### src/common/cmz_pkg.sv
// Function
// - A written count of zero counts as the largest count, 65536 in binary.
// - In square-wave mode a count of 1 gives a period of 65537 clocks.
// - A control word selecting terminal-count mode drives the output low at once.
// - Terminal-count mode with gate high starts counting once the count is complete.
// - Terminal-count output goes high at terminal count and holds until reprogrammed.
// - Terminal-count mode: low gate suspends decrementing; high gate resumes it.
// - Single-byte count write in terminal-count mode halts, then reloads next clock.
// - Two-byte format in terminal-count mode: low byte halts counting, high byte restarts from new value.
// - One-shot: output high at mode set; count write alone does not start.
// - One-shot: output goes low on the first clock after a gate rising edge.
// - One-shot: output low for the programmed clocks, high again at terminal count.
// - One-shot: once triggered, counting runs to terminal count despite a low gate.
// - One-shot: new count leaves the pulse alone; next trigger uses the new value.
// - Low-byte-only format: one written byte forms the whole count.
// - High-byte-only format: written byte is the high byte, low byte zero.
// - Two-byte format: host writes the low byte first, then the high byte.
// - Control word: bits 7-6 counter, 5-4 byte format, 3-1 mode, 0 decimal.
// - Address code 3 is the control word; codes 0 to 2 are the count ports.
// - Decimal bit clear counts 16-bit binary; set counts four decimal digits.
`default_nettype none
package cmz_pkg;
	// Register indexes, byte address is four times the index
	localparam logic [5:0] CNT0_IDX = 6'h00;
	localparam logic [5:0] CNT1_IDX = 6'h01;
	localparam logic [5:0] CNT2_IDX = 6'h02;
	localparam logic [5:0] CTRL_IDX = 6'h03;
	localparam logic [5:0] STAT_IDX = 6'h04;
	// Control word fields
	localparam int CW_SEL_POS = 6;
	localparam int CW_FMT_POS = 4;
	localparam int CW_MODE_POS = 1;
	localparam int CW_BCD_POS = 0;
	localparam logic [1:0] SEL_ILLEGAL = 2'h3;
	localparam logic [1:0] FMT_LATCH = 2'h0;
	localparam logic [1:0] FMT_LOW = 2'h1;
	localparam logic [1:0] FMT_HIGH = 2'h2;
	localparam logic [1:0] FMT_BOTH = 2'h3;
	localparam logic [2:0] MODE_TC = 3'h0;
	localparam logic [2:0] MODE_ONESHOT = 3'h1;
	localparam logic [2:0] MODE_RATE = 3'h2;
	localparam logic [2:0] MODE_SQUARE = 3'h3;
	localparam logic [2:0] MODE_SWSTROBE = 3'h4;
	localparam logic [2:0] MODE_HWSTROBE = 3'h5;
	// Status register fields
	localparam int STAT_OUT_POS = 0;
	localparam int STAT_RUN_POS = 4;
	// Count limits
	localparam logic [16:0] CNT_MAX_BIN = 17'h10000;
	localparam logic [16:0] CNT_MAX_BCD = 17'h02710;
	localparam logic [16:0] CNT_SQ_ONE = 17'h10001;
	// Reset values
	localparam logic [2:0] RST_MODE = 3'h0;
	localparam logic [1:0] RST_FMT = 2'h1;
	localparam logic RST_OUT = 1'b0;
	localparam logic [16:0] RST_CNT = 17'h00000;
	localparam logic [15:0] RST_RELOAD = 16'h0000;
	typedef enum logic [1:0] {
		CMZ_IDLE,
		CMZ_LOAD,
		CMZ_RUN
	} cmz_state_type;
endpackage : cmz_pkg
`default_nettype wire

### src/core/cmz_counter_core.sv
`default_nettype none
module cmz_counter_core #(
	parameter int NUM_COUNTERS = 3,
	parameter int ADDR_W = 8
) (
	// Clock, reset, enable
	input wire logic pclk,
	input wire logic presetn,
	input wire logic pen,
	// APB slave
	input wire logic psel,
	input wire logic penable,
	input wire logic pwrite,
	input wire logic [ADDR_W-1:0] paddr,
	input wire logic [31:0] pwdata,
	input wire logic [3:0] pstrb,
	output logic [31:0] prdata,
	output logic pready,
	output logic pslverr,
	// Counter pins
	input wire logic [NUM_COUNTERS-1:0] counter_clock_inputs,
	input wire logic [NUM_COUNTERS-1:0] count_gate_inputs,
	output logic [NUM_COUNTERS-1:0] counter_wave_outputs
);
	logic [5:0] reg_idx;
	logic addr_ok;
	logic wr_en;
	logic rd_setup;
	logic [31:0] prdata_q;
	logic [31:0] next_prdata;
	logic [16:0] cnt_bus [NUM_COUNTERS];
	logic [NUM_COUNTERS-1:0] out_bus;
	logic [NUM_COUNTERS-1:0] run_bus;

	// Decimal count to binary length
	function automatic logic [16:0] bcd_to_bin(input logic [15:0] v);
		logic [16:0] r;
		r = {13'h0000, v[15:12]} * 17'h003E8;
		r = r + {13'h0000, v[11:8]} * 17'h00064;
		r = r + {13'h0000, v[7:4]} * 17'h0000A;
		r = r + {13'h0000, v[3:0]};
		return r;
	endfunction : bcd_to_bin

	// Programmed value to number of clocks
	function automatic logic [16:0] load_len(input logic [15:0] v, input logic bcd,
		input logic [2:0] mode);
		logic [16:0] r;
		if (v == 16'h0000) begin
			r = bcd ? cmz_pkg::CNT_MAX_BCD : cmz_pkg::CNT_MAX_BIN;
		end else if (mode == cmz_pkg::MODE_SQUARE && v == 16'h0001) begin
			r = cmz_pkg::CNT_SQ_ONE;
		end else if (bcd) begin
			r = bcd_to_bin(v);
		end else begin
			r = {1'b0, v};
		end
		return r;
	endfunction : load_len

	// Zero-wait slave; freezing with pen also holds off the bus
	assign reg_idx = paddr[7:2];
	assign addr_ok = (paddr[1:0] == 2'h0) && (reg_idx <= cmz_pkg::STAT_IDX)
		&& ((paddr >> 8) == '0);
	assign wr_en = pen && psel && penable && pwrite && addr_ok && pstrb[0];
	assign rd_setup = psel && !penable && !pwrite;
	assign pready = pen;
	assign pslverr = psel && penable && !addr_ok;
	assign prdata = prdata_q;

	always_comb begin
		next_prdata = prdata_q;
		if (rd_setup) begin
			next_prdata = 32'h00000000;
			if (reg_idx < 6'(NUM_COUNTERS)) begin
				next_prdata = {15'h0000, cnt_bus[reg_idx[1:0]]};
			end else if (reg_idx == cmz_pkg::STAT_IDX) begin
				next_prdata[cmz_pkg::STAT_OUT_POS +: NUM_COUNTERS] = out_bus;
				next_prdata[cmz_pkg::STAT_RUN_POS +: NUM_COUNTERS] = run_bus;
			end
		end
	end

	always_ff @(posedge pclk or negedge presetn) begin
		if (!presetn) begin
			prdata_q <= 32'h00000000;
		end else if (pen) begin
			prdata_q <= next_prdata;
		end
	end

	for (genvar i = 0; i < NUM_COUNTERS; i++) begin : g_cnt
		logic [2:0] mode, next_mode;
		logic [1:0] fmt, next_fmt;
		logic bcd, next_bcd;
		logic [16:0] cnt, next_cnt;
		logic [15:0] reload, next_reload;
		logic [7:0] lo, next_lo;
		logic lo_pend, next_lo_pend;
		logic armed, next_armed;
		logic out, next_out;
		logic clk_prev, gate_prev;
		cmz_pkg::cmz_state_type st, next_st;
		logic cw_hit, cnt_hit, clk_edge, gate_rise, gate_ok;
		logic [16:0] len, dec;
		logic [7:0] wbyte;

		// Pins are synchronous to pclk, so one stage gives the edge
		assign clk_edge = counter_clock_inputs[i] && !clk_prev;
		assign gate_rise = count_gate_inputs[i] && !gate_prev;
		assign wbyte = pwdata[7:0];
		assign cw_hit = wr_en && reg_idx == cmz_pkg::CTRL_IDX
			&& wbyte[cmz_pkg::CW_SEL_POS +: 2] == 2'(i)
			&& wbyte[cmz_pkg::CW_SEL_POS +: 2] != cmz_pkg::SEL_ILLEGAL;
		assign cnt_hit = wr_en && reg_idx == 6'(i);
		assign len = load_len(reload, bcd, mode);
		assign dec = cnt - 17'h00001;
		// One-shot and hardware-strobe modes ignore the gate level once running
		assign gate_ok = count_gate_inputs[i] || mode == cmz_pkg::MODE_ONESHOT
			|| mode == cmz_pkg::MODE_HWSTROBE;

		always_comb begin
			next_mode = mode;
			next_fmt = fmt;
			next_bcd = bcd;
			next_cnt = cnt;
			next_reload = reload;
			next_lo = lo;
			next_lo_pend = lo_pend;
			next_armed = armed;
			next_out = out;
			next_st = st;
			// Counter clock activity
			if (clk_edge) begin
				case (st)
					cmz_pkg::CMZ_IDLE: begin
						if (mode[2]) begin
							next_out = 1'b1;
						end
					end
					cmz_pkg::CMZ_LOAD: begin
						next_cnt = len;
						next_st = cmz_pkg::CMZ_RUN;
						if (mode == cmz_pkg::MODE_ONESHOT) begin
							next_out = 1'b0;
						end else if (mode != cmz_pkg::MODE_TC) begin
							next_out = 1'b1;
						end
					end
					cmz_pkg::CMZ_RUN: begin
						if (gate_ok) begin
							next_cnt = dec;
							case (mode)
								cmz_pkg::MODE_TC, cmz_pkg::MODE_ONESHOT: begin
									if (dec == 17'h00000) begin
										next_out = 1'b1;
										next_st = cmz_pkg::CMZ_IDLE;
									end
								end
								cmz_pkg::MODE_RATE: begin
									next_out = dec != 17'h00001;
									if (dec == 17'h00000) begin
										next_cnt = len;
										next_out = 1'b1;
									end
								end
								cmz_pkg::MODE_SQUARE: begin
									next_out = dec > (len >> 1);
									if (dec == 17'h00000) begin
										next_cnt = len;
										next_out = 1'b1;
									end
								end
								default: begin
									if (dec == 17'h00000) begin
										next_out = 1'b0;
										next_st = cmz_pkg::CMZ_IDLE;
									end
								end
							endcase
						end
					end
					default: begin
						next_st = cmz_pkg::CMZ_IDLE;
					end
				endcase
			end
			// Rate modes hold high while gated off
			if (mode[1] && !count_gate_inputs[i]) begin
				next_out = 1'b1;
			end
			// Gate trigger; retrigger restarts with the latest count
			if (gate_rise && armed && (mode[1] || mode[0])) begin
				next_st = cmz_pkg::CMZ_LOAD;
			end
			// Control word write wins over counting
			if (cw_hit && wbyte[cmz_pkg::CW_FMT_POS +: 2] != cmz_pkg::FMT_LATCH) begin
				next_fmt = wbyte[cmz_pkg::CW_FMT_POS +: 2];
				next_bcd = wbyte[cmz_pkg::CW_BCD_POS];
				next_mode = wbyte[cmz_pkg::CW_MODE_POS + 1] ?
					{1'b0, wbyte[cmz_pkg::CW_MODE_POS +: 2]} :
					wbyte[cmz_pkg::CW_MODE_POS +: 3];
				next_out = next_mode != cmz_pkg::MODE_TC;
				next_st = cmz_pkg::CMZ_IDLE;
				next_cnt = cmz_pkg::RST_CNT;
				next_lo_pend = 1'b0;
				next_armed = 1'b0;
			end else if (cnt_hit) begin
				case (fmt)
					cmz_pkg::FMT_LOW: begin
						next_reload = {8'h00, wbyte};
						next_armed = 1'b1;
					end
					cmz_pkg::FMT_HIGH: begin
						next_reload = {wbyte, 8'h00};
						next_armed = 1'b1;
					end
					default: begin
						if (!lo_pend) begin
							next_lo = wbyte;
							next_lo_pend = 1'b1;
							if (mode == cmz_pkg::MODE_TC) begin
								next_st = cmz_pkg::CMZ_IDLE;
							end
						end else begin
							next_reload = {wbyte, lo};
							next_lo_pend = 1'b0;
							next_armed = 1'b1;
						end
					end
				endcase
				// Software-started modes begin on the completed count
				if (next_armed && !next_lo_pend && !mode[0]) begin
					if (!mode[1] || st == cmz_pkg::CMZ_IDLE) begin
						next_st = cmz_pkg::CMZ_LOAD;
					end
				end
			end
		end

		always_ff @(posedge pclk or negedge presetn) begin
			if (!presetn) begin
				mode <= cmz_pkg::RST_MODE;
				fmt <= cmz_pkg::RST_FMT;
				bcd <= 1'b0;
				cnt <= cmz_pkg::RST_CNT;
				reload <= cmz_pkg::RST_RELOAD;
				lo <= 8'h00;
				lo_pend <= 1'b0;
				armed <= 1'b0;
				out <= cmz_pkg::RST_OUT;
				st <= cmz_pkg::CMZ_IDLE;
				clk_prev <= 1'b0;
				gate_prev <= 1'b0;
			end else if (pen) begin
				mode <= next_mode;
				fmt <= next_fmt;
				bcd <= next_bcd;
				cnt <= next_cnt;
				reload <= next_reload;
				lo <= next_lo;
				lo_pend <= next_lo_pend;
				armed <= next_armed;
				out <= next_out;
				st <= next_st;
				clk_prev <= counter_clock_inputs[i];
				gate_prev <= count_gate_inputs[i];
			end
		end

		assign cnt_bus[i] = cnt;
		assign out_bus[i] = out;
		assign run_bus[i] = st != cmz_pkg::CMZ_IDLE;
		assign counter_wave_outputs[i] = out;
	end
endmodule : cmz_counter_core
`default_nettype wire

### config.mk
export PLATFORM = sky130hd
export DESIGN_NAME = cmz_counter_core
export DESIGN_NICKNAME = d
export VERILOG_FILES = /design/src/common/cmz_pkg.sv /design/src/core/cmz_counter_core.sv
export SDC_FILE = /design/constraint.sdc
export NUM_CORES = 1
export LEC_CHECK = 0
export BUFFER_PORTS_ARGS = -buffer_cell sky130_fd_sc_hd__buf_2
export CAP_MARGIN = 20
export CORE_MARGIN = 2
export CORE_UTILIZATION = 31
export DETAILED_ROUTE_END_ITERATION = 7
export GPL_TIMING_DRIVEN = 1
export PLACE_DENSITY = 0.51
export REMOVE_ABC_BUFFERS = 1
export SYNTH_ARGS = -nofsm -noshare
export SYNTH_HDL_FRONTEND = slang
export SYNTH_SLANG_ARGS = --single-unit
### constraint.sdc
create_clock -name pclk -period 6.68 [get_ports pclk]
set_input_delay 1.336 -clock pclk [delete_from_list [all_inputs] [get_ports pclk]]
set_output_delay 1.336 -clock pclk [all_outputs]
set_load 0.01 [all_outputs]
# --- Word level (Yosys, flattened, before mapping) ---
# Index checks and enable logic that the tools add are counted.
totals:
  ff_bits: 194
  elab_cells: 438
classes:
  n_bitwise: 10
  n_mux: 160
  eq_ne: 55
  multipliers: 9
  n_reduce_logical: 149
  magnitude_cmp: 6
  addsub: 12
ops:
  columns: ["operator", "n"]
  rows:
  - ["2-to-1 mux 17 bit", 29]
  - ["one-hot mux 17 bit (2 select lines)", 3]
  - ["one-hot mux 16 bit (2 select lines)", 3]
  - ["2-to-1 mux 2 bit", 36]
  - ["2-to-1 mux 1 bit", 70]
  - ["adder 16 x 4 -> 17 bit", 3]
  - ["> comparator 17 x 16 -> 1 bit", 3]
  - ["logical NOT 17 bit", 3]
  - ["!= test 17 x 1 -> 1 bit, second input constant", 3]
  - ["subtractor 17 x 1 -> 17 bit, second input constant", 3]
  - ["adder 15 x 8 -> 16 bit", 3]
  - ["equality test 16 x 1 -> 1 bit, second input constant", 3]
  - ["logical NOT 16 bit", 3]
  - ["2-to-1 mux 16 bit", 3]
  - ["logical AND 1 bit", 47]
  - ["adder 14 x 11 -> 15 bit", 3]
  - ["nonzero test 3 bit", 13]
  - ["binary-select mux 17 bit (select 2 bit)", 1]
  - ["multiplier 4 x 7 -> 11 bit, second input constant", 3]
  - ["!= test 5 bit, second input constant", 6]
  - ["multiplier 4 x 5 -> 9 bit, second input constant", 3]
  - ["!= test 4 bit, second input constant", 6]
  - ["AND reduction 4 bit", 6]
  - ["AND reduction 8 bit", 3]
  - ["other kinds (31)", 142]

# --- Logic depth before layout (Yosys ltp) ---
depth:
  depth_word: 16
  ltp_mapped: 28
  ltp_nobuf: 28

# --- Worst setup path before layout ---
# No wires, ideal clock.
synth_timing:
  path_kind: "reg-to-reg"
  startpoint: "register g_cnt[0].reload[14]"
  endpoint: "register g_cnt[0].out"
  path_slack_ns: 0.707
  arrival_time_ns: 5.852
  stages_incl_launch_ff: 29
  path_cell_list: "dfrtp_1 fa_1 inv_1 fa_1 inv_1 ha_1 inv_1 nor2_1 o21ai_0 nand2_1 xnor2_1 ha_1 ha_1 ha_1 a21o_1 a21o_1 a21oi_1 and4_1 mux2i_1 and2_1 ha_1 and4_1 nand4_1 nor4_1 nor3_1 a21oi_1 o31ai_1 a211o_1 a22o_1"
synth_between:
  elab_chain_cells: 15
synth_rtl:
  columns: ["element", "line", "text"]
  rows:
  - ["from (decl)", "cmz_counter_core.sv:97", "logic [15:0] reload, next_reload;"]
  - ["from (signal assigned)", "cmz_counter_core.sv:247", "reload <= cmz_pkg::RST_RELOAD;"]
  - ["from (signal assigned)", "cmz_counter_core.sv:260", "reload <= next_reload;"]
  - ["multiplier 4 x 7 -> 11 bit", "cmz_counter_core.sv:38", "r = {13'h0000, v[15:12]} * 17'h003E8;"]
  - ["adder 14 x 11 -> 15 bit", "cmz_counter_core.sv:39", "r = r + {13'h0000, v[11:8]} * 17'h00064;"]
  - ["adder 15 x 8 -> 16 bit", "cmz_counter_core.sv:40", "r = r + {13'h0000, v[7:4]} * 17'h0000A;"]
  - ["adder 16 x 4 -> 17 bit", "cmz_counter_core.sv:41", "r = r + {13'h0000, v[3:0]};"]
  - ["2-to-1 mux 17 bit", "cmz_counter_core.sv:53", "end else if (bcd) begin"]
  - ["2-to-1 mux 17 bit", "cmz_counter_core.sv:51", "end else if (mode == cmz_pkg::MODE_SQUARE && v == 16'h0001) begin"]
  - ["2-to-1 mux 17 bit *", "cmz_counter_core.sv:49", "if (v == 16'h0000) begin"]
  - ["> comparator 17 x 16 -> 1 bit *", "cmz_counter_core.sv:168", "next_out = dec > (len >> 1);"]
  - ["2-to-1 mux 1 bit *", "cmz_counter_core.sv:169", "if (dec == 17'h00000) begin"]
  - ["one-hot mux 1 bit (3 select lines) *", "cmz_counter_core.sv:153", "case (mode)"]
  - ["2-to-1 mux 1 bit *", "cmz_counter_core.sv:151", "if (gate_ok) begin"]
  - ["one-hot mux 1 bit (3 select lines) *", "cmz_counter_core.sv:135", "case (st)"]
  - ["2-to-1 mux 1 bit *", "cmz_counter_core.sv:134", "if (clk_edge) begin"]
  - ["2-to-1 mux 1 bit *", "cmz_counter_core.sv:189", "if (mode[1] && !count_gate_inputs[i]) begin"]
  - ["2-to-1 mux 1 bit *", "cmz_counter_core.sv:197", "if (cw_hit && wbyte[cmz_pkg::CW_FMT_POS +: 2] != cmz_pkg::FMT_LATCH) begin"]
  - ["to (signal assigned)", "cmz_counter_core.sv:251", "out <= cmz_pkg::RST_OUT;"]
  - ["to (signal assigned)", "cmz_counter_core.sv:264", "out <= next_out;"]
  - ["to (decl)", "cmz_counter_core.sv:101", "logic out, next_out;"]
# Every way passes the cells marked *; elsewhere a longest branch is shown, timed or not. The select of a mux whose other input is x is not followed.
# A chain may end at the register's enable or synchronous reset.

# --- Final worst setup path ---
layout_timing:
  startpoint: "register g_cnt[0].reload[13]"
  endpoint: "register g_cnt[0].out"
# The elaborated chain is that of the path after synthesis.

==> flow_summary_export.csv <==
group,metric,value,unit
pwr,totalPowerFinal,4.04,mW
pwr,clockPowerShare,0.273,
setup_path,crit_required,7.06,ns
timing,worst_slew_pin_slew,1.10,ns
detailed_routing,top_layer_used,"met4",
cells_and_area,final_common_cell,"ha_1",
cells_and_area,multiInputGateArea,12300,µm²
timing,hold_violations,0,
cts,root_buffer,"clkbuf_16",
timing,tns,0,ns
cts,clock_latency,0.49,ns
run,maxCapViolations,0,
run_status,status,"finished clean",
synth,synth_edf_count,0,
synth,ys_warn_count,0,
cts,tritoncts,"done",
placed_design,numPlacedInstances,2827,
synth,ys_ff_latch,179,
synth,synth_area_leader_cell,"dfrtp_1",
synth,yosysUniqueCellTypes,83,
pwr,static-leakage-power,8.72,nW
floorplanning,core-area,56600,µm²
pwr,vdd_drop_max,176,µV
setup_path,worst_ep_arrival_time,6.67,ns
grt,grt_util_all_layers,0.180,
pwr,power_frac_seq,0.379,
detailed_routing,vias_per_cell,5.35,
detailed_routing,routedWlPerCell,18.6,µm
timing,skew,0.0113,ns
detailed_routing,routed-via-count,15315,
cells_and_area,n_antenna_cell,0,
timing,fmax,159,MHz
floorplanning,die_area,59500,µm²
grt,grt_overflow,0,
worst_hold_path,hold_start,"prdata[11]",
cells_and_area,layoutNonFillerInstCount,2863,
synth,async_flop_share,1.00,
floorplanning,rows,87,
setup_path,r2r_end,"g_cnt[0].out",
setup_path,cp_max_fo,5,
grt,antenna_found_initial,0,
worst_hold_path,hold_end,"prdata[11]",
synth,synth_area_leaders,"dfrtp_1, ha_1, fa_1",
pwr,power.internal,2.37,mW
synth,synth_cells,2108,
floorplanning,start_util,0.315,
setup_path,startpoint_type,"flop",
cells_and_area,regArea,4490,µm²
detailed_routing,drc_errors,0,
grt,grt_pass1_wl,84400,µm
timing,fin_crit_sh,0.941,
floorplanning,die_w,244,µm
cells_and_area,final_cell_mix,"ha_1, nand2_1, inv_1, dfrtp_1, nor2_1",
cells_and_area,num-fill-cells,5914,
detailed_routing,dr_wl_met2,24200,µm
synth,netlist_area,17800,µm²
pwr,power_switching_share,0.413,
placed_design,portBuffers,50,
detailed_routing,drt-initial-drc-count,1185,
pwr,comb_power_share,0.348,
cells_and_area,utilization,0.344,
cts,clk_pin_slew,0.08,ns
timing,final-setup-viol-count,0,
detailed_routing,drtPass1Iterations,5,
cells_and_area,finalNetCount,2440,
synth,ys.flop_type,"dfrtp_1",
setup_path,r2r_slack,0.40,ns
cts,ctsHtreeMaxLevel,4,
cts,clockBufferDepth,2,
setup_path,ff2ff_path_depth,25,
detailed_routing,met1_length,26000,µm
synth,synth_area_per_cell,8.46,µm²
cts,cts_buffers,17,
setup_path,r2r-start,"g_cnt[0].reload[13]",
grt,grt_pass1_vias,14947,
placed_design,gp_congestion,0.868,
setup_path,critical_path_class,"reg -> reg",
timing,report.final.slew_viol_count,0,
timing,whs,0.473,ns
worst_hold_path,whs_path_depth,2,
setup_path,end_kind,"flop",
floorplanning,dieHeight,244,µm
worst_hold_path,hold_class,"reg -> reg",
grt,grt_start_max_net_pins,81,
cells_and_area,drive_above_1_share,0.0907,
detailed_routing,dr_wl_met3,2330,µm
pwr,p_per_area,208,nW/µm²
detailed_routing,drt_wl_total,53400,µm
pwr,power.switching,1.67,mW
synth,synth_top_area_frac,0.247,
placed_design,dp_hpwl,41100,µm
timing,relSlewSlack,0.265,
cells_and_area,areaGrowthSynthToFinish,9.08,%
timing,post-route-min-period,6.28,ns
synth,synth_seq_area_share,0.251,
cts,clock_sinks,179,
timing,rsz0062_at_grt,"no",
floorplanning,num_io_pins,93,
detailed_routing,postRouteAntennaNets,0,
## cell usage after synthesis, types with 6 or more instances
cell type	count
nand2_1	199
nor3b_1	7
o21a_1	12
and2_1	7
inv_1	174
o211ai_1	14
a31oi_1	21
nor4b_1	6
buf_4	19
o22ai_1	10
xnor2_1	58
nor2b_1	30
mux2i_1	43
nor4_1	18
clkbuf_1	84
o21ai_0	142
or2_2	10
a22o_1	14
nor2_1	154
a211oi_1	13
buf_2	7
fa_1	51
and3_1	8
mux2_2	43
or3_1	14
dfrtp_1	176
a21oi_1	150
a41oi_1	6
nand3b_1	10
nor3_1	55
or4_1	9
nand2b_1	21
a21o_1	28
buf_1	9
nand4_1	25
xor2_1	28
nand3_1	61
ha_1	239
o31ai_1	32
o2111ai_1	8
## stage by stage
stage	cell area [µm²]	worst slack (ns)
after floorplan	17300	0.707
after global placement	18700	0.145
after detailed placement	18700	0.171
after CTS	19300	0.123
after global routing	19400	0.0329
final	19400	0.397
## worst max-delay path by stage
stage	to	slack (ns)	startpoint
after floorplan	g_cnt[0].out	0.71	g_cnt[0].reload[14]
after global placement	g_cnt[0].out	0.14	g_cnt[0].reload[13]
after detailed placement	g_cnt[0].out	0.17	g_cnt[0].reload[13]
after CTS	g_cnt[0].out	0.12	g_cnt[0].reload[13]
after global routing	g_cnt[2].out	0.03	g_cnt[2].reload[14]
final	g_cnt[0].out	0.40	g_cnt[0].reload[13]
## worst max-delay path: stages (launching register included)
cell	delay (ns)
dfrtp_1	0.40
buf_4	0.17
ha_1	0.31
fa_1	0.55
inv_1	0.07
fa_1	0.54
inv_1	0.06
fa_1	0.47
ha_1	0.31
ha_1	0.35
o21a_1	0.13
o31a_1	0.13
o21ai_1	0.19
a21oi_1	0.10
or4_1	0.46
o311a_1	0.15
ha_1	0.30
and4_1	0.21
nand4_1	0.15
buf_4	0.14
a31o_2	0.09
nand4_1	0.11
a21oi_1	0.19
o31ai_1	0.10
a211o_1	0.30
a22o_1	0.17
## kinds of logic after synthesis
kind of cell | count (synthesis) | share of synthesized area
AND/OR/NAND/NOR | 653 | 0.178
AO/OA/AOI/OAI | 518 | 0.185
buffers and inverters | 295 | 0.0674
adder cells (fa/ha/maj) | 290 | 0.225
flip-flops | 179 | 0.251
XOR/XNOR | 86 | 0.0422
multiplexers | 86 | 0.0513
other | 1 | 0.000210
## area by class of cell
cell class / count / share of cell area
inverters: 174 / 0.0336
clock inverters: 14 / 0.00946
flip-flops and latches: 179 / 0.231
well taps: 756 / 0.0486
clock buffers: 18 / 0.0226
repair buffers: 74 / 0.0241
multi-input cells: 1648 / 0.631
## routing by layer
| layer | global-route usage | up-vias |
|---|---|---|
| li1 | - | 7421 |
| met1 | 0.255 | 7496 |
| met2 | 0.282 | 357 |
| met3 | 0.0292 | 41 |
| met4 | 0.0495 | 0 |
| met5 | 0 | - |
## what timing repair did
item	4_1_cts	5_1_grt
endpoints found under the setup margin	0	3
setup buffers	0	1
endpoints found under the hold margin	0	0
gates resized for setup	0	15
hold buffers	0	0
## flip-flops by register name, summed over array words and instances, names as in the netlist, 6 cells and up
signal and cells:
g_cnt.cnt 51, g_cnt.fmt 6, g_cnt.lo 24, g_cnt.mode 9, g_cnt.reload 48, g_cnt.st 6
prdata 17
## power by group through the flow
stage	clock [mW]	sequential, mW	combinational (mW)
2_1_floorplan	0	1.41	1.02
3_5_place_dp	0	1.54	1.38
4_1_cts	1.14	1.52	1.38
3_3_place_gp	0	1.54	1.35
6_report	1.10	1.53	1.41
5_1_grt	1.18	1.55	1.57
Note: power is estimated with default switching activity, not from simulation.
